File: config.mk
export PLATFORM = sky130hd
export DESIGN_NAME = agpm_top
export DESIGN_NICKNAME = d
export VERILOG_FILES = /design/src/rtl/agpm_pkg.sv /design/src/rtl/agpm_top.sv /design/src/rtl/agpm_regs.sv /design/src/rtl/agpm_dccorr.sv
export VERILOG_INCLUDE_DIRS = /design/src /design/src/rtl
export SDC_FILE = /design/constraint.sdc
export NUM_CORES = 1
export LEC_CHECK = 0
export BUFFER_PORTS_ARGS = -buffer_cell sky130_fd_sc_hd__buf_2
export CAP_MARGIN = 10
export CORE_MARGIN = 2
export CORE_UTILIZATION = 63
export DETAILED_ROUTE_END_ITERATION = 16
export GPL_ROUTABILITY_DRIVEN = 1
export HOLD_SLACK_MARGIN = 0.15
export PLACE_DENSITY = 0.82
export SLEW_MARGIN = 5
export SYNTH_ARGS = -nofsm -noshare
export SYNTH_HDL_FRONTEND = slang
export SYNTH_SLANG_ARGS = --single-unit
export TNS_END_PERCENT = 1
File: constraint.sdc
create_clock -name clk_in -period 14.2 [get_ports clk_in]
set_input_delay 0.71 -clock clk_in [delete_from_list [all_inputs] [get_ports clk_in]]
set_output_delay 0.71 -clock clk_in [all_outputs]
set_load 0.005 [all_outputs]
File: src/rtl/agpm_cfg.svh
`ifndef AGPM_CFG_SVH
`define AGPM_CFG_SVH

// ****************************************************************
// Register offsets
// ****************************************************************
`define AGPM_ADDR_COARSE_THR     10'h105
`define AGPM_ADDR_FINE_LO_LOW    10'h108
`define AGPM_ADDR_FINE_LO_HIGH   10'h109
`define AGPM_ADDR_DWELL_LOW      10'h10A
`define AGPM_ADDR_DWELL_HIGH     10'h10B
`define AGPM_ADDR_SERIAL_RESULT_PORT_CTRL     10'h111
`define AGPM_ADDR_MON_CTRL       10'h112
`define AGPM_ADDR_PERIOD_B0      10'h113
`define AGPM_ADDR_PERIOD_B1      10'h114
`define AGPM_ADDR_PERIOD_B2      10'h115
`define AGPM_ADDR_RESULT_FIRST   10'h116
`define AGPM_ADDR_RESULT_LAST    10'h11B

// ****************************************************************
// Field positions
// ****************************************************************
`define AGPM_MON_EN_BIT          0
`define AGPM_MON_MODE_LSB        1
`define AGPM_MON_MODE_MSB        2
`define AGPM_SERIAL_RESULT_PORT_RMS_BIT       0
`define AGPM_SERIAL_RESULT_PORT_PEAK_BIT      1
`define AGPM_SERIAL_RESULT_PORT_THR_BIT       2
`define AGPM_MODE_PEAK           2'h1

// ****************************************************************
// Reset values
// ****************************************************************
`define AGPM_RST_COARSE_THR      3'h0
`define AGPM_RST_FINE_LO_THR     13'h0000
`define AGPM_RST_DWELL           16'h0001
`define AGPM_RST_SERIAL_RESULT_PORT_CTRL      3'h0
`define AGPM_RST_MON_CTRL        4'h0
`define AGPM_RST_PERIOD          24'h000080

// ****************************************************************
// Minimum on time in sample clock cycles, and the dc filter shift in bits
// ****************************************************************
`define AGPM_MIN_ACTIVE_CYC      2'd2
`define AGPM_DC_SHIFT            10

`endif

File: src/rtl/agpm_pkg.sv
package agpm_pkg;

    // Register port request, one access per cycle
    typedef struct packed {
        logic       wr;
        logic       rd;
        logic [9:0] addr;
        logic [7:0] wdata;
    } agpm_reg_req_t;

    // Configuration seen by the monitor logic
    typedef struct packed {
        logic [2:0]  coarse_thr;
        logic [12:0] fine_lo_thr;
        logic [15:0] dwell;
        logic [2:0]  serial_result_port_ctrl;
        logic [3:0]  mon_ctrl;
        logic [23:0] period;
    } agpm_cfg_t;

    // Peak monitor sequence per channel
    typedef enum logic [2:0] {
        AGPM_MON_IDLE = 3'b001,
        AGPM_MON_SEED = 3'b010,
        AGPM_MON_RUN  = 3'b100
    } agpm_mon_state_t;

endpackage

File: src/rtl/agpm_top.sv
`timescale 1ns/1ps
`include "agpm_cfg.svh"

module agpm_top import agpm_pkg::*; (
    // Clock and reset
    input  wire logic             clk_in,
    input  wire logic             rst_in,
    // Converter samples, one per clock per channel
    input  wire logic [1:0][13:0] adc_sample_in,
    input  wire logic [1:0][2:0]  fast_mag_in,
    // Register port
    input  wire agpm_reg_req_t    reg_req_in,
    output logic [7:0]            reg_rdata_out,
    output logic                  reg_rvalid_out,
    // Gain control indicators
    output logic [1:0]            fine_low_indicator_out,
    output logic [1:0]            raise_gain_indicator_out,
    output logic [1:0]            lower_gain_indicator_out,
    // Feed towards the serial result port
    output logic [1:0][19:0]      peak_result_out,
    output logic [1:0]            peak_strobe_out
);

    // ****************************************************************
    // Helper functions
    // ****************************************************************

    // Shared by the fine indicator path and the peak path of each channel
    // Absolute value clipped to 13 bits; full negative scale reads 8191
    function automatic logic [12:0] mag13(input logic [13:0] s);
        logic [13:0] a;
        a = s[13] ? (~s + 14'h0001) : s;
        if (a[13]) begin
            mag13 = 13'h1FFF;
        end else begin
            mag13 = a[12:0];
        end
    endfunction

    // Larger of two magnitudes
    function automatic logic [12:0] max13(input logic [12:0] a, input logic [12:0] b);
        max13 = (a > b) ? a : b;
    endfunction

    // A zero period would never hit one, so it behaves as one
    function automatic logic [23:0] eff_period(input logic [23:0] p);
        eff_period = (p == 24'h000000) ? 24'h000001 : p;
    endfunction

    // ****************************************************************
    // Configuration registers
    // ****************************************************************
    agpm_cfg_t cfg;

    agpm_regs u_regs (
        .clk_in     (clk_in),
        .rst_in     (rst_in),
        .reg_req_in (reg_req_in),
        .cfg_out    (cfg)
    );

    // ****************************************************************
    // Shared monitor controls
    // ****************************************************************
    logic       mon_enable;
    logic [1:0] mon_mode;
    logic       peak_active;
    logic [15:0] dwell_eff;

    assign mon_enable = cfg.mon_ctrl[`AGPM_MON_EN_BIT];
    assign mon_mode   = cfg.mon_ctrl[`AGPM_MON_MODE_MSB:`AGPM_MON_MODE_LSB];
    // With the monitor enabled, mode one or the serial peak enable starts the peak detector
    assign peak_active = mon_enable &&
                         ((mon_mode == `AGPM_MODE_PEAK) ||
                          cfg.serial_result_port_ctrl[`AGPM_SERIAL_RESULT_PORT_PEAK_BIT]);
    // A dwell of zero is not a legal setting; treat it as one cycle
    assign dwell_eff = (cfg.dwell == 16'h0000) ? 16'h0001 : cfg.dwell;

    // Per channel results, visible to the register read mux
    logic [1:0][19:0] result_hold;

    // ****************************************************************
    // Per channel datapath
    // ****************************************************************
    // Both channels run the same mode; one shared mode field drives both
    // Each channel owns its flags, dwell count, period timer and peak
    // Only the configuration is shared, so a hot input on one channel
    // can never disturb the flags or results of the other
    for (genvar ch = 0; ch < 2; ch++) begin : g_chan

        logic [12:0]     mag_q;
        logic [1:0]      fine_hold;
        logic [1:0]      raise_hold;
        logic [1:0]      lower_hold;
        logic [15:0]     dwell_cnt;
        logic [15:0]     next_dwell_cnt;
        logic            below;
        logic            raise_cond;
        logic            lower_cond;
        logic signed [13:0] corr_sample;
        logic [12:0]     corr_mag;
        agpm_mon_state_t mon_state;
        logic [23:0]     period_timer;
        logic [12:0]     peak_level;
        logic [12:0]     peak_now;

        // Full resolution magnitude, one stage of pipeline latency
        always_ff @(posedge clk_in or posedge rst_in) begin
            if (rst_in) begin
                mag_q <= 13'h0000;
            end else begin
                mag_q <= mag13(adc_sample_in[ch]);
            end
        end

        // The fine path sits two edges behind the sample and the lower gain
        // path one, so an overrange warning always leads the fine flags
        // Fine comparison against the 13-bit lower threshold
        assign below = (mag_q < cfg.fine_lo_thr);

        // Consecutive cycles below; any sample at or above restarts it
        assign next_dwell_cnt = !below ? 16'h0000 :
                                (dwell_cnt == 16'hFFFF) ? dwell_cnt :
                                dwell_cnt + 16'h0001;

        assign raise_cond = below && (next_dwell_cnt >= dwell_eff);

        // Fast path compare uses only the 3-bit coarse magnitude
        assign lower_cond = (fast_mag_in[ch] > cfg.coarse_thr);

        // Dwell counter
        always_ff @(posedge clk_in or posedge rst_in) begin
            if (rst_in) begin
                dwell_cnt <= 16'h0000;
            end else begin
                dwell_cnt <= next_dwell_cnt;
            end
        end

        // Fine low indicator with minimum on time
        always_ff @(posedge clk_in or posedge rst_in) begin
            if (rst_in) begin
                fine_low_indicator_out[ch] <= 1'b0;
                fine_hold                  <= 2'd0;
            end else if (below) begin
                fine_low_indicator_out[ch] <= 1'b1;
                fine_hold                  <= `AGPM_MIN_ACTIVE_CYC - 2'd1;
            end else if (fine_hold != 2'd0) begin
                fine_hold                  <= fine_hold - 2'd1;
            end else begin
                fine_low_indicator_out[ch] <= 1'b0;
            end
        end

        // Raise gain indicator with minimum on time
        always_ff @(posedge clk_in or posedge rst_in) begin
            if (rst_in) begin
                raise_gain_indicator_out[ch] <= 1'b0;
                raise_hold                   <= 2'd0;
            end else if (raise_cond) begin
                raise_gain_indicator_out[ch] <= 1'b1;
                raise_hold                   <= `AGPM_MIN_ACTIVE_CYC - 2'd1;
            end else if (raise_hold != 2'd0) begin
                raise_hold                   <= raise_hold - 2'd1;
            end else begin
                raise_gain_indicator_out[ch] <= 1'b0;
            end
        end

        // Lower gain indicator; one cycle from the fast magnitude input
        always_ff @(posedge clk_in or posedge rst_in) begin
            if (rst_in) begin
                lower_gain_indicator_out[ch] <= 1'b0;
                lower_hold                   <= 2'd0;
            end else if (lower_cond) begin
                lower_gain_indicator_out[ch] <= 1'b1;
                lower_hold                   <= `AGPM_MIN_ACTIVE_CYC - 2'd1;
            end else if (lower_hold != 2'd0) begin
                lower_hold                   <= lower_hold - 2'd1;
            end else begin
                lower_gain_indicator_out[ch] <= 1'b0;
            end
        end

        // Indicators use raw samples so their latency never depends on this
        // Dc correction ahead of the monitor
        agpm_dccorr u_dccorr (
            .clk_in     (clk_in),
            .rst_in     (rst_in),
            .enable_in  (mon_enable),
            .sample_in  (adc_sample_in[ch]),
            .sample_out (corr_sample)
        );

        assign corr_mag = mag13(corr_sample);
        // Peak including this cycle's sample; a seed cycle takes the sample alone
        assign peak_now = (mon_state == AGPM_MON_SEED) ? corr_mag :
                          max13(peak_level, corr_mag);

        // Peak monitor sequence: idle, seed on first sample, then run
        always_ff @(posedge clk_in or posedge rst_in) begin
            if (rst_in) begin
                mon_state <= AGPM_MON_IDLE;
            end else if (!peak_active) begin
                mon_state <= AGPM_MON_IDLE;
            end else begin
                unique case (mon_state)
                    AGPM_MON_IDLE: mon_state <= AGPM_MON_SEED;
                    AGPM_MON_SEED,
                    AGPM_MON_RUN: begin
                        if (period_timer == 24'h000001) begin
                            mon_state <= AGPM_MON_SEED;
                        end else begin
                            mon_state <= AGPM_MON_RUN;
                        end
                    end
                    default: mon_state <= AGPM_MON_IDLE;
                endcase
            end
        end

        // The timer never rests at zero: a zero setting would otherwise
        // leave the result register frozen for good
        // Period timer: loaded on start, reloaded when it reaches one
        always_ff @(posedge clk_in or posedge rst_in) begin
            if (rst_in) begin
                period_timer <= 24'h000001;
            end else if (mon_state == AGPM_MON_IDLE) begin
                period_timer <= eff_period(cfg.period);
            end else if (period_timer == 24'h000001) begin
                period_timer <= eff_period(cfg.period);
            end else begin
                period_timer <= period_timer - 24'h000001;
            end
        end

        // Internal peak level register
        always_ff @(posedge clk_in or posedge rst_in) begin
            if (rst_in) begin
                peak_level <= 13'h0000;
            end else if (mon_state != AGPM_MON_IDLE) begin
                peak_level <= peak_now;
            end
        end

        // The register copy always updates; the serial copy only when enabled
        // Holding register and serial feed at the end of each period
        always_ff @(posedge clk_in or posedge rst_in) begin
            if (rst_in) begin
                result_hold[ch]     <= 20'h00000;
                peak_result_out[ch] <= 20'h00000;
                peak_strobe_out[ch] <= 1'b0;
            end else begin
                peak_strobe_out[ch] <= 1'b0;
                if (mon_state != AGPM_MON_IDLE && period_timer == 24'h000001) begin
                    result_hold[ch] <= {7'h00, peak_now};
                    if (cfg.serial_result_port_ctrl[`AGPM_SERIAL_RESULT_PORT_PEAK_BIT]) begin
                        peak_result_out[ch] <= {7'h00, peak_now};
                        peak_strobe_out[ch] <= 1'b1;
                    end
                end
            end
        end
    end

    // ****************************************************************
    // Register read back
    // ****************************************************************
    logic [7:0]  next_rdata;
    logic [19:0] shown_a;
    logic [19:0] shown_b;

    // Result bytes are not shadowed: a period may end between two byte
    // reads, so software wanting a coherent value reads it twice
    // and keeps the pair that agrees
    // Only the peak measurement exists here; other modes read zero
    assign shown_a = (mon_mode == `AGPM_MODE_PEAK) ? result_hold[0] : 20'h00000;
    assign shown_b = (mon_mode == `AGPM_MODE_PEAK) ? result_hold[1] : 20'h00000;

    // Read mux; unmapped addresses and reserved bits read zero
    always_comb begin
        next_rdata = 8'h00;
        unique case (reg_req_in.addr)
            `AGPM_ADDR_COARSE_THR:   next_rdata = {5'h00, cfg.coarse_thr};
            `AGPM_ADDR_FINE_LO_LOW:  next_rdata = cfg.fine_lo_thr[7:0];
            `AGPM_ADDR_FINE_LO_HIGH: next_rdata = {3'h0, cfg.fine_lo_thr[12:8]};
            `AGPM_ADDR_DWELL_LOW:    next_rdata = cfg.dwell[7:0];
            `AGPM_ADDR_DWELL_HIGH:   next_rdata = cfg.dwell[15:8];
            `AGPM_ADDR_SERIAL_RESULT_PORT_CTRL:   next_rdata = {5'h00, cfg.serial_result_port_ctrl};
            `AGPM_ADDR_MON_CTRL:     next_rdata = {4'h0, cfg.mon_ctrl};
            `AGPM_ADDR_PERIOD_B0:    next_rdata = cfg.period[7:0];
            `AGPM_ADDR_PERIOD_B1:    next_rdata = cfg.period[15:8];
            `AGPM_ADDR_PERIOD_B2:    next_rdata = cfg.period[23:16];
            `AGPM_ADDR_RESULT_FIRST: next_rdata = shown_a[7:0];
            10'h117:                 next_rdata = shown_a[15:8];
            10'h118:                 next_rdata = {4'h0, shown_a[19:16]};
            10'h119:                 next_rdata = shown_b[7:0];
            10'h11A:                 next_rdata = shown_b[15:8];
            `AGPM_ADDR_RESULT_LAST:  next_rdata = {4'h0, shown_b[19:16]};
            default:                 next_rdata = 8'h00;
        endcase
    end

    // Read data registered, valid one cycle after the request
    always_ff @(posedge clk_in or posedge rst_in) begin
        if (rst_in) begin
            reg_rdata_out  <= 8'h00;
            reg_rvalid_out <= 1'b0;
        end else begin
            reg_rvalid_out <= reg_req_in.rd;
            if (reg_req_in.rd) begin
                reg_rdata_out <= next_rdata;
            end
        end
    end

endmodule

File: src/rtl/agpm_regs.sv
`timescale 1ns/1ps
`include "agpm_cfg.svh"

module agpm_regs import agpm_pkg::*; (
    // Clock and reset
    input  wire logic          clk_in,
    input  wire logic          rst_in,
    // Register port
    input  wire agpm_reg_req_t reg_req_in,
    // Stored configuration
    output agpm_cfg_t          cfg_out
);

    // ****************************************************************
    // Byte writes into the configuration fields
    // ****************************************************************
    // Unused upper bits of narrow registers are simply not stored
    always_ff @(posedge clk_in or posedge rst_in) begin
        if (rst_in) begin
            cfg_out.coarse_thr  <= `AGPM_RST_COARSE_THR;
            cfg_out.fine_lo_thr <= `AGPM_RST_FINE_LO_THR;
            cfg_out.dwell       <= `AGPM_RST_DWELL;
            cfg_out.serial_result_port_ctrl  <= `AGPM_RST_SERIAL_RESULT_PORT_CTRL;
            cfg_out.mon_ctrl    <= `AGPM_RST_MON_CTRL;
            cfg_out.period      <= `AGPM_RST_PERIOD;
        end else if (reg_req_in.wr) begin
            unique case (reg_req_in.addr)
                `AGPM_ADDR_COARSE_THR:  cfg_out.coarse_thr         <= reg_req_in.wdata[2:0];
                `AGPM_ADDR_FINE_LO_LOW: cfg_out.fine_lo_thr[7:0]   <= reg_req_in.wdata;
                `AGPM_ADDR_FINE_LO_HIGH: cfg_out.fine_lo_thr[12:8] <= reg_req_in.wdata[4:0];
                `AGPM_ADDR_DWELL_LOW:   cfg_out.dwell[7:0]         <= reg_req_in.wdata;
                `AGPM_ADDR_DWELL_HIGH:  cfg_out.dwell[15:8]        <= reg_req_in.wdata;
                `AGPM_ADDR_SERIAL_RESULT_PORT_CTRL:  cfg_out.serial_result_port_ctrl         <= reg_req_in.wdata[2:0];
                `AGPM_ADDR_MON_CTRL:    cfg_out.mon_ctrl           <= reg_req_in.wdata[3:0];
                `AGPM_ADDR_PERIOD_B0:   cfg_out.period[7:0]        <= reg_req_in.wdata;
                `AGPM_ADDR_PERIOD_B1:   cfg_out.period[15:8]       <= reg_req_in.wdata;
                `AGPM_ADDR_PERIOD_B2:   cfg_out.period[23:16]      <= reg_req_in.wdata;
                default: begin
                end
            endcase
        end
    end

endmodule

File: src/rtl/agpm_dccorr.sv
`timescale 1ns/1ps
`include "agpm_cfg.svh"

module agpm_dccorr (
    // Clock and reset
    input  wire logic               clk_in,
    input  wire logic               rst_in,
    // Control
    input  wire logic               enable_in,
    // Samples
    input  wire logic signed [13:0] sample_in,
    output logic signed [13:0]      sample_out
);

    localparam int ACC_W = 14 + `AGPM_DC_SHIFT;

    logic signed [ACC_W-1:0] acc;
    logic signed [13:0]      dc_est;
    logic signed [14:0]      diff;

    // ****************************************************************
    // First order high-pass: the accumulator tracks the offset
    // ****************************************************************
    assign dc_est = acc[ACC_W-1:`AGPM_DC_SHIFT];
    assign diff   = 15'(sample_in) - 15'(dc_est);

    // Offset estimate, held at zero while the monitor is off to save power
    always_ff @(posedge clk_in or posedge rst_in) begin
        if (rst_in) begin
            acc <= '0;
        end else if (!enable_in) begin
            acc <= '0;
        end else begin
            acc <= acc + ACC_W'(diff);
        end
    end

    // Corrected sample, saturated so a large offset cannot wrap the sign
    always_ff @(posedge clk_in or posedge rst_in) begin
        if (rst_in) begin
            sample_out <= '0;
        end else if (!enable_in) begin
            sample_out <= sample_in;
        end else if (diff > 15'sh1FFF) begin
            sample_out <= 14'sh1FFF;
        end else if (diff < -15'sh2000) begin
            sample_out <= -14'sh2000;
        end else begin
            sample_out <= diff[13:0];
        end
    end

endmodule

Word level (Yosys, flattened, before mapping)
Index checks and enable logic that the tools add are counted.

operators by class
  $add $sub $neg = 18
  magnitude comparators = 12
  equality and inequality tests = 35
  multiplexer cells = 66
  bitwise operators = 4
  reductions and logical operators = 34

operators with widths
  cell                                                              number
  2-to-1 mux 24 bit                                                 7
  equality test 10 x 9 -> 1 bit (second input constant)             16
  2-to-1 mux 14 bit                                                 10
  2-to-1 mux 13 bit                                                 10
  one-hot mux 8 bit (16 select lines)                               1
  2-to-1 mux 16 bit                                                 5
  adder 14 x 1 -> 14 bit (second input constant)                    4
  inverter 14 bit                                                   4
  adder 24 x 15 -> 24 bit                                           2
  equality test 24 x 1 -> 1 bit (second input constant)             2
  subtractor 24 x 1 -> 24 bit (second input constant)               2
  adder 16 x 1 -> 16 bit (second input constant)                    2
  equality test 16 bit (second input constant)                      2
  greater-or-equal comparator 16 bit                                2
  greater-than comparator 15 x 14 -> 1 bit (second input constant)  2
  < comparator 15 x 14 -> 1 bit (second input constant)             2
  subtractor 14 x 14 -> 15 bit                                      2
  greater-than comparator 13 bit                                    2
  < comparator 13 bit                                               2
  zero test 24 bit                                                  1
  2-to-1 mux 2 bit                                                  12
  AND reduction 2 bit                                               12
  nonzero test 2 bit                                                12
  zero test 16 bit                                                  1
  14 further kinds                                                  52

word-level totals
  register bits after elaboration = 358
  bits of input ports = 56

Longest topological paths before layout
  depth after elaboration = 7
  depth in mapped cells = 21

Hierarchy
Synthesis repeated with hierarchy kept, for this count alone.

unflattened totals
  cell total of the unflattened synthesis = 2435
  area, all modules = 23104.7 um2

modules (own cells, without submodules)
  module                            times used  cells each  area each (um2)
  agpm_top                          1           1502        13944.6
  agpm_dccorr (g_chan[0].u_dccorr)  1           396         3333.2
  agpm_dccorr (g_chan[1].u_dccorr)  1           383         3289.4
  agpm_regs                         1           154         2537.4

Worst setup path after synthesis
No wires, ideal clock.

  path kind = input to register
  start point = input port adc_sample_in[0] in the netlist's numbering
  end point = register g_chan[0].u_dccorr.acc[19]
  setup time = 137 ps
  data arrival time = 4237 ps
  setup slack = 9826 ps
  cell stages on the path = 20
  buffers on the path = 2
  cell sequence = inv_1 > ha_1 > inv_1 > fa_1 > a21o_1 > a31o_1 > a21oi_2 > o221ai_2 > a21o_1 > buf_6 > buf_8 > inv_1 > ha_1 > a21o_1 > a21o_1 > a221oi_1 > nand2_1 > a21o_1 > a211oi_1 > nor4_1

between the ends
  word-level cells in the longest chain between the ends = 3

RTL lines
  what                          line               source
  start: declaration            agpm_top.sv:9      input wire logic [1:0][13:0] adc_sample_in,
  subtractor 14 x 14 -> 15 bit  agpm_dccorr.sv:25  assign diff = 15'(sample_in) - 15'(dc_est);
  adder 24 x 15 -> 24 bit       agpm_dccorr.sv:34  acc <= acc + ACC_W'(diff);
  2-to-1 mux 24 bit             agpm_dccorr.sv:31  end else if (!enable_in) begin
  end signal: assignment        agpm_dccorr.sv:34
  end: declaration              agpm_dccorr.sv:17  logic signed [ACC_W-1:0] acc;

No other way between the ends.
A chain may end at the register's enable or synchronous reset.

Worst setup path in the final report
  start point = register g_chan[1].u_dccorr.sample_out[3]
  end point = register g_chan[1].peak_level[9]

between the ends
  word-level cells in the longest chain between the ends = 7

RTL lines
  what                            line               source
  start: declaration              agpm_dccorr.sv:12  output logic signed [13:0] sample_out
  start signal: assignment        agpm_dccorr.sv:43  sample_out <= sample_in;
  start signal: assignment        agpm_dccorr.sv:47  sample_out <= -14'sh2000;
  start signal: assignment        agpm_dccorr.sv:49  sample_out <= diff[13:0];
  inverter 14 bit                 agpm_top.sv:32     a = s[13] ? (~s + 14'h0001) : s;
  adder 14 x 1 -> 14 bit          agpm_top.sv:32
  2-to-1 mux 14 bit (*)           agpm_top.sv:32
  2-to-1 mux 13 bit (*)           agpm_top.sv:33     if (a[13]) begin
  greater-than comparator 13 bit  agpm_top.sv:42     max13 = (a > b) ? a : b;
  2-to-1 mux 13 bit               agpm_top.sv:42
  2-to-1 mux 13 bit (*)           agpm_top.sv:197    assign peak_now = (mon_state == AGPM_MON_SEED) ? corr_mag :
  end signal: assignment          agpm_top.sv:242    peak_level <= peak_now;
  end: declaration                agpm_top.sv:104    logic [12:0] peak_level;

Every way passes the cells marked *; elsewhere a longest branch is shown, timed or not.

==> results_dict.tcl <==
set metrics [dict create \
    outcome "finished, final reports clean" \
    finalInstanceArea_mm2 0.02427 \
    end_kind "register" \
    min_period_ns 4.859 \
    grt_setup_unrepaired "no" \
    worst_setup_path_start_kind "register" \
    switchingPower_mw 0.8072 \
    io_pins 113 \
    clock.fmax_mhz 205.8 \
    power_frac_clock_pct 38.0 \
    p_seq_share_pct 41.8 \
    antenna_cells 0 \
    drive_gt1_share_pct 12.22 \
    synth_warnings 0 \
    synth_cell_types 90 \
    synthFlopType "dfrtp_1" \
    fin_skew_ns 0.02418 \
    netlist_instances 2367 \
    syn_area_per_cell_um2 9.366 \
    grt_pass1_wl_um 92000 \
    synth_area_leader_cell "dfrtp_1" \
    slew_viol_final 0 \
    maxCapViolCount 0 \
    hold_buffers 0 \
    synthTopCellsByArea "dfrtp_1, ha_1, nand2_1, o21ai_0, mux2_2" \
    path_max_fanout 12 \
    grt_usage_pct 31.24 \
    dp_hpwl_um 41600 \
    layout.cells.non_filler 2934 \
    vias 18134 \
    clockRootBuffer "clkbuf_16" \
    area_growth_pct 9.476 \
    antenna_found_initial 0 \
    synth-edff-count 0 \
    wl_um 56500 \
    internal_power_mw 1.874 \
    wl_per_cell_um 19.26 \
    via_per_inst 6.181 \
    cts_resized 0 \
    yosysSeqAreaShare_pct 40.44 \
    powerDensity_mw_per_mm2 110.5 \
    cts_inserted_buffers 39 \
    drt_first_pass_iters 6 \
    drc 0 \
    drtIter0Drc 1395 \
    rows 68 \
    gp_congestion 0.9847 \
    cts_setup_buffers 0 \
    critPathArrivalTime_ns 5.27 \
    cp.required_ns 14.61 \
    worstMarginPinSlew_ns 1.247 \
    synth_top_cell_area_share_pct 39.73 \
    hold_violations 0 \
    placed_area_mm2 0.02297 \
    cts.sinks 358 \
    synth-seq-cells 358 \
    synth_area_mm2 0.02217 \
    die_w_um 191.6 \
    irDropWorstVdd_uv 91.58 \
    crit_type "register to register" \
    gr-total-overflow 0 \
    fin_crit_sh_pct 34.22 \
    p_leak_nw 11.61 \
    worstSkewPairLatency_ns 0.55 \
    clockBufferDepth 3 \
    nNetsFinal 2688 \
    ant_nets 0 \
    die_h_um 191.6 \
    netSwitchingFraction_pct 30.10 \
    p_comb_share_pct 20.1 \
    start_util_pct 64.02 \
    core_area_mm2 0.03463 \
    grt_max_degree 184 \
    cts_tree "built" \
    first_global_vias 18177 \
    port_buffers 98 \
    synthArstFlopShare_pct 100.0 \
    setup_viol 0 \
    final.setup.tns_ns 0 \
    hold_class "input port to asynchronous set/reset pin" \
    cts-htree-levels 2 \
    clkTransAtPathRegs_ns 0.06 \
    slew_headroom_pct 16.09 \
    dp.cells 2864 \
    die_area_mm2 0.03671 \
]
-- metrics by stage --
stage / hold slack (ns) / setup WS [ns] / total power, mW / utilization [%]
CTS: 0.3635 / 9.355 / 2.690 / 70.09
detailed placement: 0.4706 / 9.145 / 1.668 / 66.34
global route: 0.4055 / 8.867 / 2.810 / 70.09
floorplan: 0.4495 / 3.566 / 1.525 / -
finish: 0.3010 / 9.341 / 2.681 / 70.09
global placement: 0.4601 / 9.324 / 1.637 / 66.34
-- critical path, stage by stage, from the launching register on --
cell      delay (ns)
dfrtp_1         0.40
nor3_1          0.28
nand3_1         0.14
or2_2           0.33
nor3_1          0.31
nand3_1         0.37
o211ai_1        0.29
inv_1           0.08
ha_1            0.29
nor2b_1         0.13
o21a_1          0.16
o21ai_0         0.15
a211oi_1        0.10
o21ai_0         0.37
nor2_1          0.12
nor2_1          0.80
mux2_2          0.42
-- path summary, 6_finish.rpt --
kind                                                            start                             endpoint  slack (ns)  cells past startpoint
max                        g_chan[1].u_dccorr.sample_out[3]$_DFF_PP0_  g_chan[1].peak_level[9]$_DFFE_PP0N_        9.34                     16
min                                                            rst_in  g_chan[0].u_dccorr.acc[5]$_DFF_PP0_        0.30                      2
max reg2reg                g_chan[1].u_dccorr.sample_out[3]$_DFF_PP0_  g_chan[1].peak_level[9]$_DFFE_PP0N_        9.34                     16
min reg2reg                           peak_result_out[24]$_DFFE_PP0P_      peak_result_out[24]$_DFFE_PP0P_        0.48                      2
max in group asynchronous                                      rst_in       peak_result_out[6]$_DFFE_PP0P_       12.35                      3
min in group clk_in                                    reg_req_in[18]             reg_rvalid_out$_DFF_PP0_        0.41                      1
-- layout by cell type (no fill, tap or decap), drive strengths merged, types with 8 or more instances in the layout --
cell    count
clkbuf     51
nand2b     35
dfrtp     352
or3        15
a21o       45
maj3       11
and3       10
a21oi     138
o22ai      16
nor2      184
nand3      46
conb       14
a22oi      13
o21bai      9
o211ai     19
inv       161
and2       13
ha        178
xor2       71
buf       108
mux2i      42
a211oi     18
nand2     260
o221a      11
o21a       24
o21ai     178
xnor2      79
clkinv     12
or2         8
mux2       79
a31oi      17
nor3       49
nand4      13
nor4       35
nor2b      33
a221o       8
o31ai      15
-- cell type report --
type | instances | area (um^2)
Fill cell | 2586 | 10360
Inverter | 160 | 608.1
Timing Repair Buffer | 108 | 578.1
Tap cell | 455 | 569.3
Multi-Input combinational cell | 1783 | 12250
Clock buffer | 51 | 1091
Clock inverter | 19 | 206.4
Sequential cell | 358 | 8966
-- cell usage after synthesis, drive strengths merged, types with 15 or more instances --
cell and count:
nand2b 35, buf 31, or3 15, nor2b 33
xnor2 79, nor4 35, nor3 49, mux2 79
a31oi 17, o211ai 19, o22ai 16, a211oi 18
nor2 184, mux2i 42, nand3 46, o31ai 15
xor2 71, o21ai 178, o21a 24, a21o 45
ha 178, dfrtp 352, a21oi 138, nand2 260
inv 160, clkbuf 48
-- registers in the layout, indices dropped and copies added (netlist names) --
name                        flops
g_chan.mon_state                6
raise_gain_indicator_out        2
lower_gain_indicator_out        2
u_regs.cfg_out                 63
peak_result_out                26
fine_low_indicator_out          2
reg_rdata_out                   8
g_chan.raise_hold               4
g_chan.u_dccorr.sample_out     28
g_chan.peak_level              26
g_chan.u_dccorr.acc            48
g_chan.fine_hold                4
reg_rvalid_out                  1
g_chan.period_timer            48
result_hold                    26
peak_strobe_out                 2
g_chan.lower_hold               4
g_chan.mag_q                   26
g_chan.dwell_cnt               32
-- logic make-up (layout without fill, tap and decap cells) --
family	after synthesis	in the layout	share of synthesized area (%)
buffers and inverters	239	338	4.526
adder cells (fa/ha/maj)	193	193	10.94
AO/OA/AOI/OAI	570	570	16.35
XOR/XNOR	150	150	5.960
multiplexers	122	122	6.112
flip-flops	358	358	40.44
AND/OR/NAND/NOR	734	734	15.66
other	1	14	0.01691
-- power groups by stage --
stage | registers, mW | clock network (mW) | logic [mW]
after global routing | 1.13 | 1.07 | 0.609
after global placement | 1.13 | 0 | 0.503
after detailed placement | 1.14 | 0 | 0.529
after CTS | 1.12 | 1.03 | 0.536
final | 1.12 | 1.02 | 0.539
after floorplan | 1.12 | 0 | 0.401
-- per-layer routing --
layer | GRT usage [%] | part of all wire (%) | vias to the layer above
met5 | 0 | 0 | -
met3 | 3.855 | 5.9 | 155
met1 | 40.41 | 42 | 8850
met2 | 53.86 | 49 | 582
li1 | - | - | 8547
met4 | 11.69 | 3.5 | 0
No activity file was read; power rests on OpenSTA's default activity.
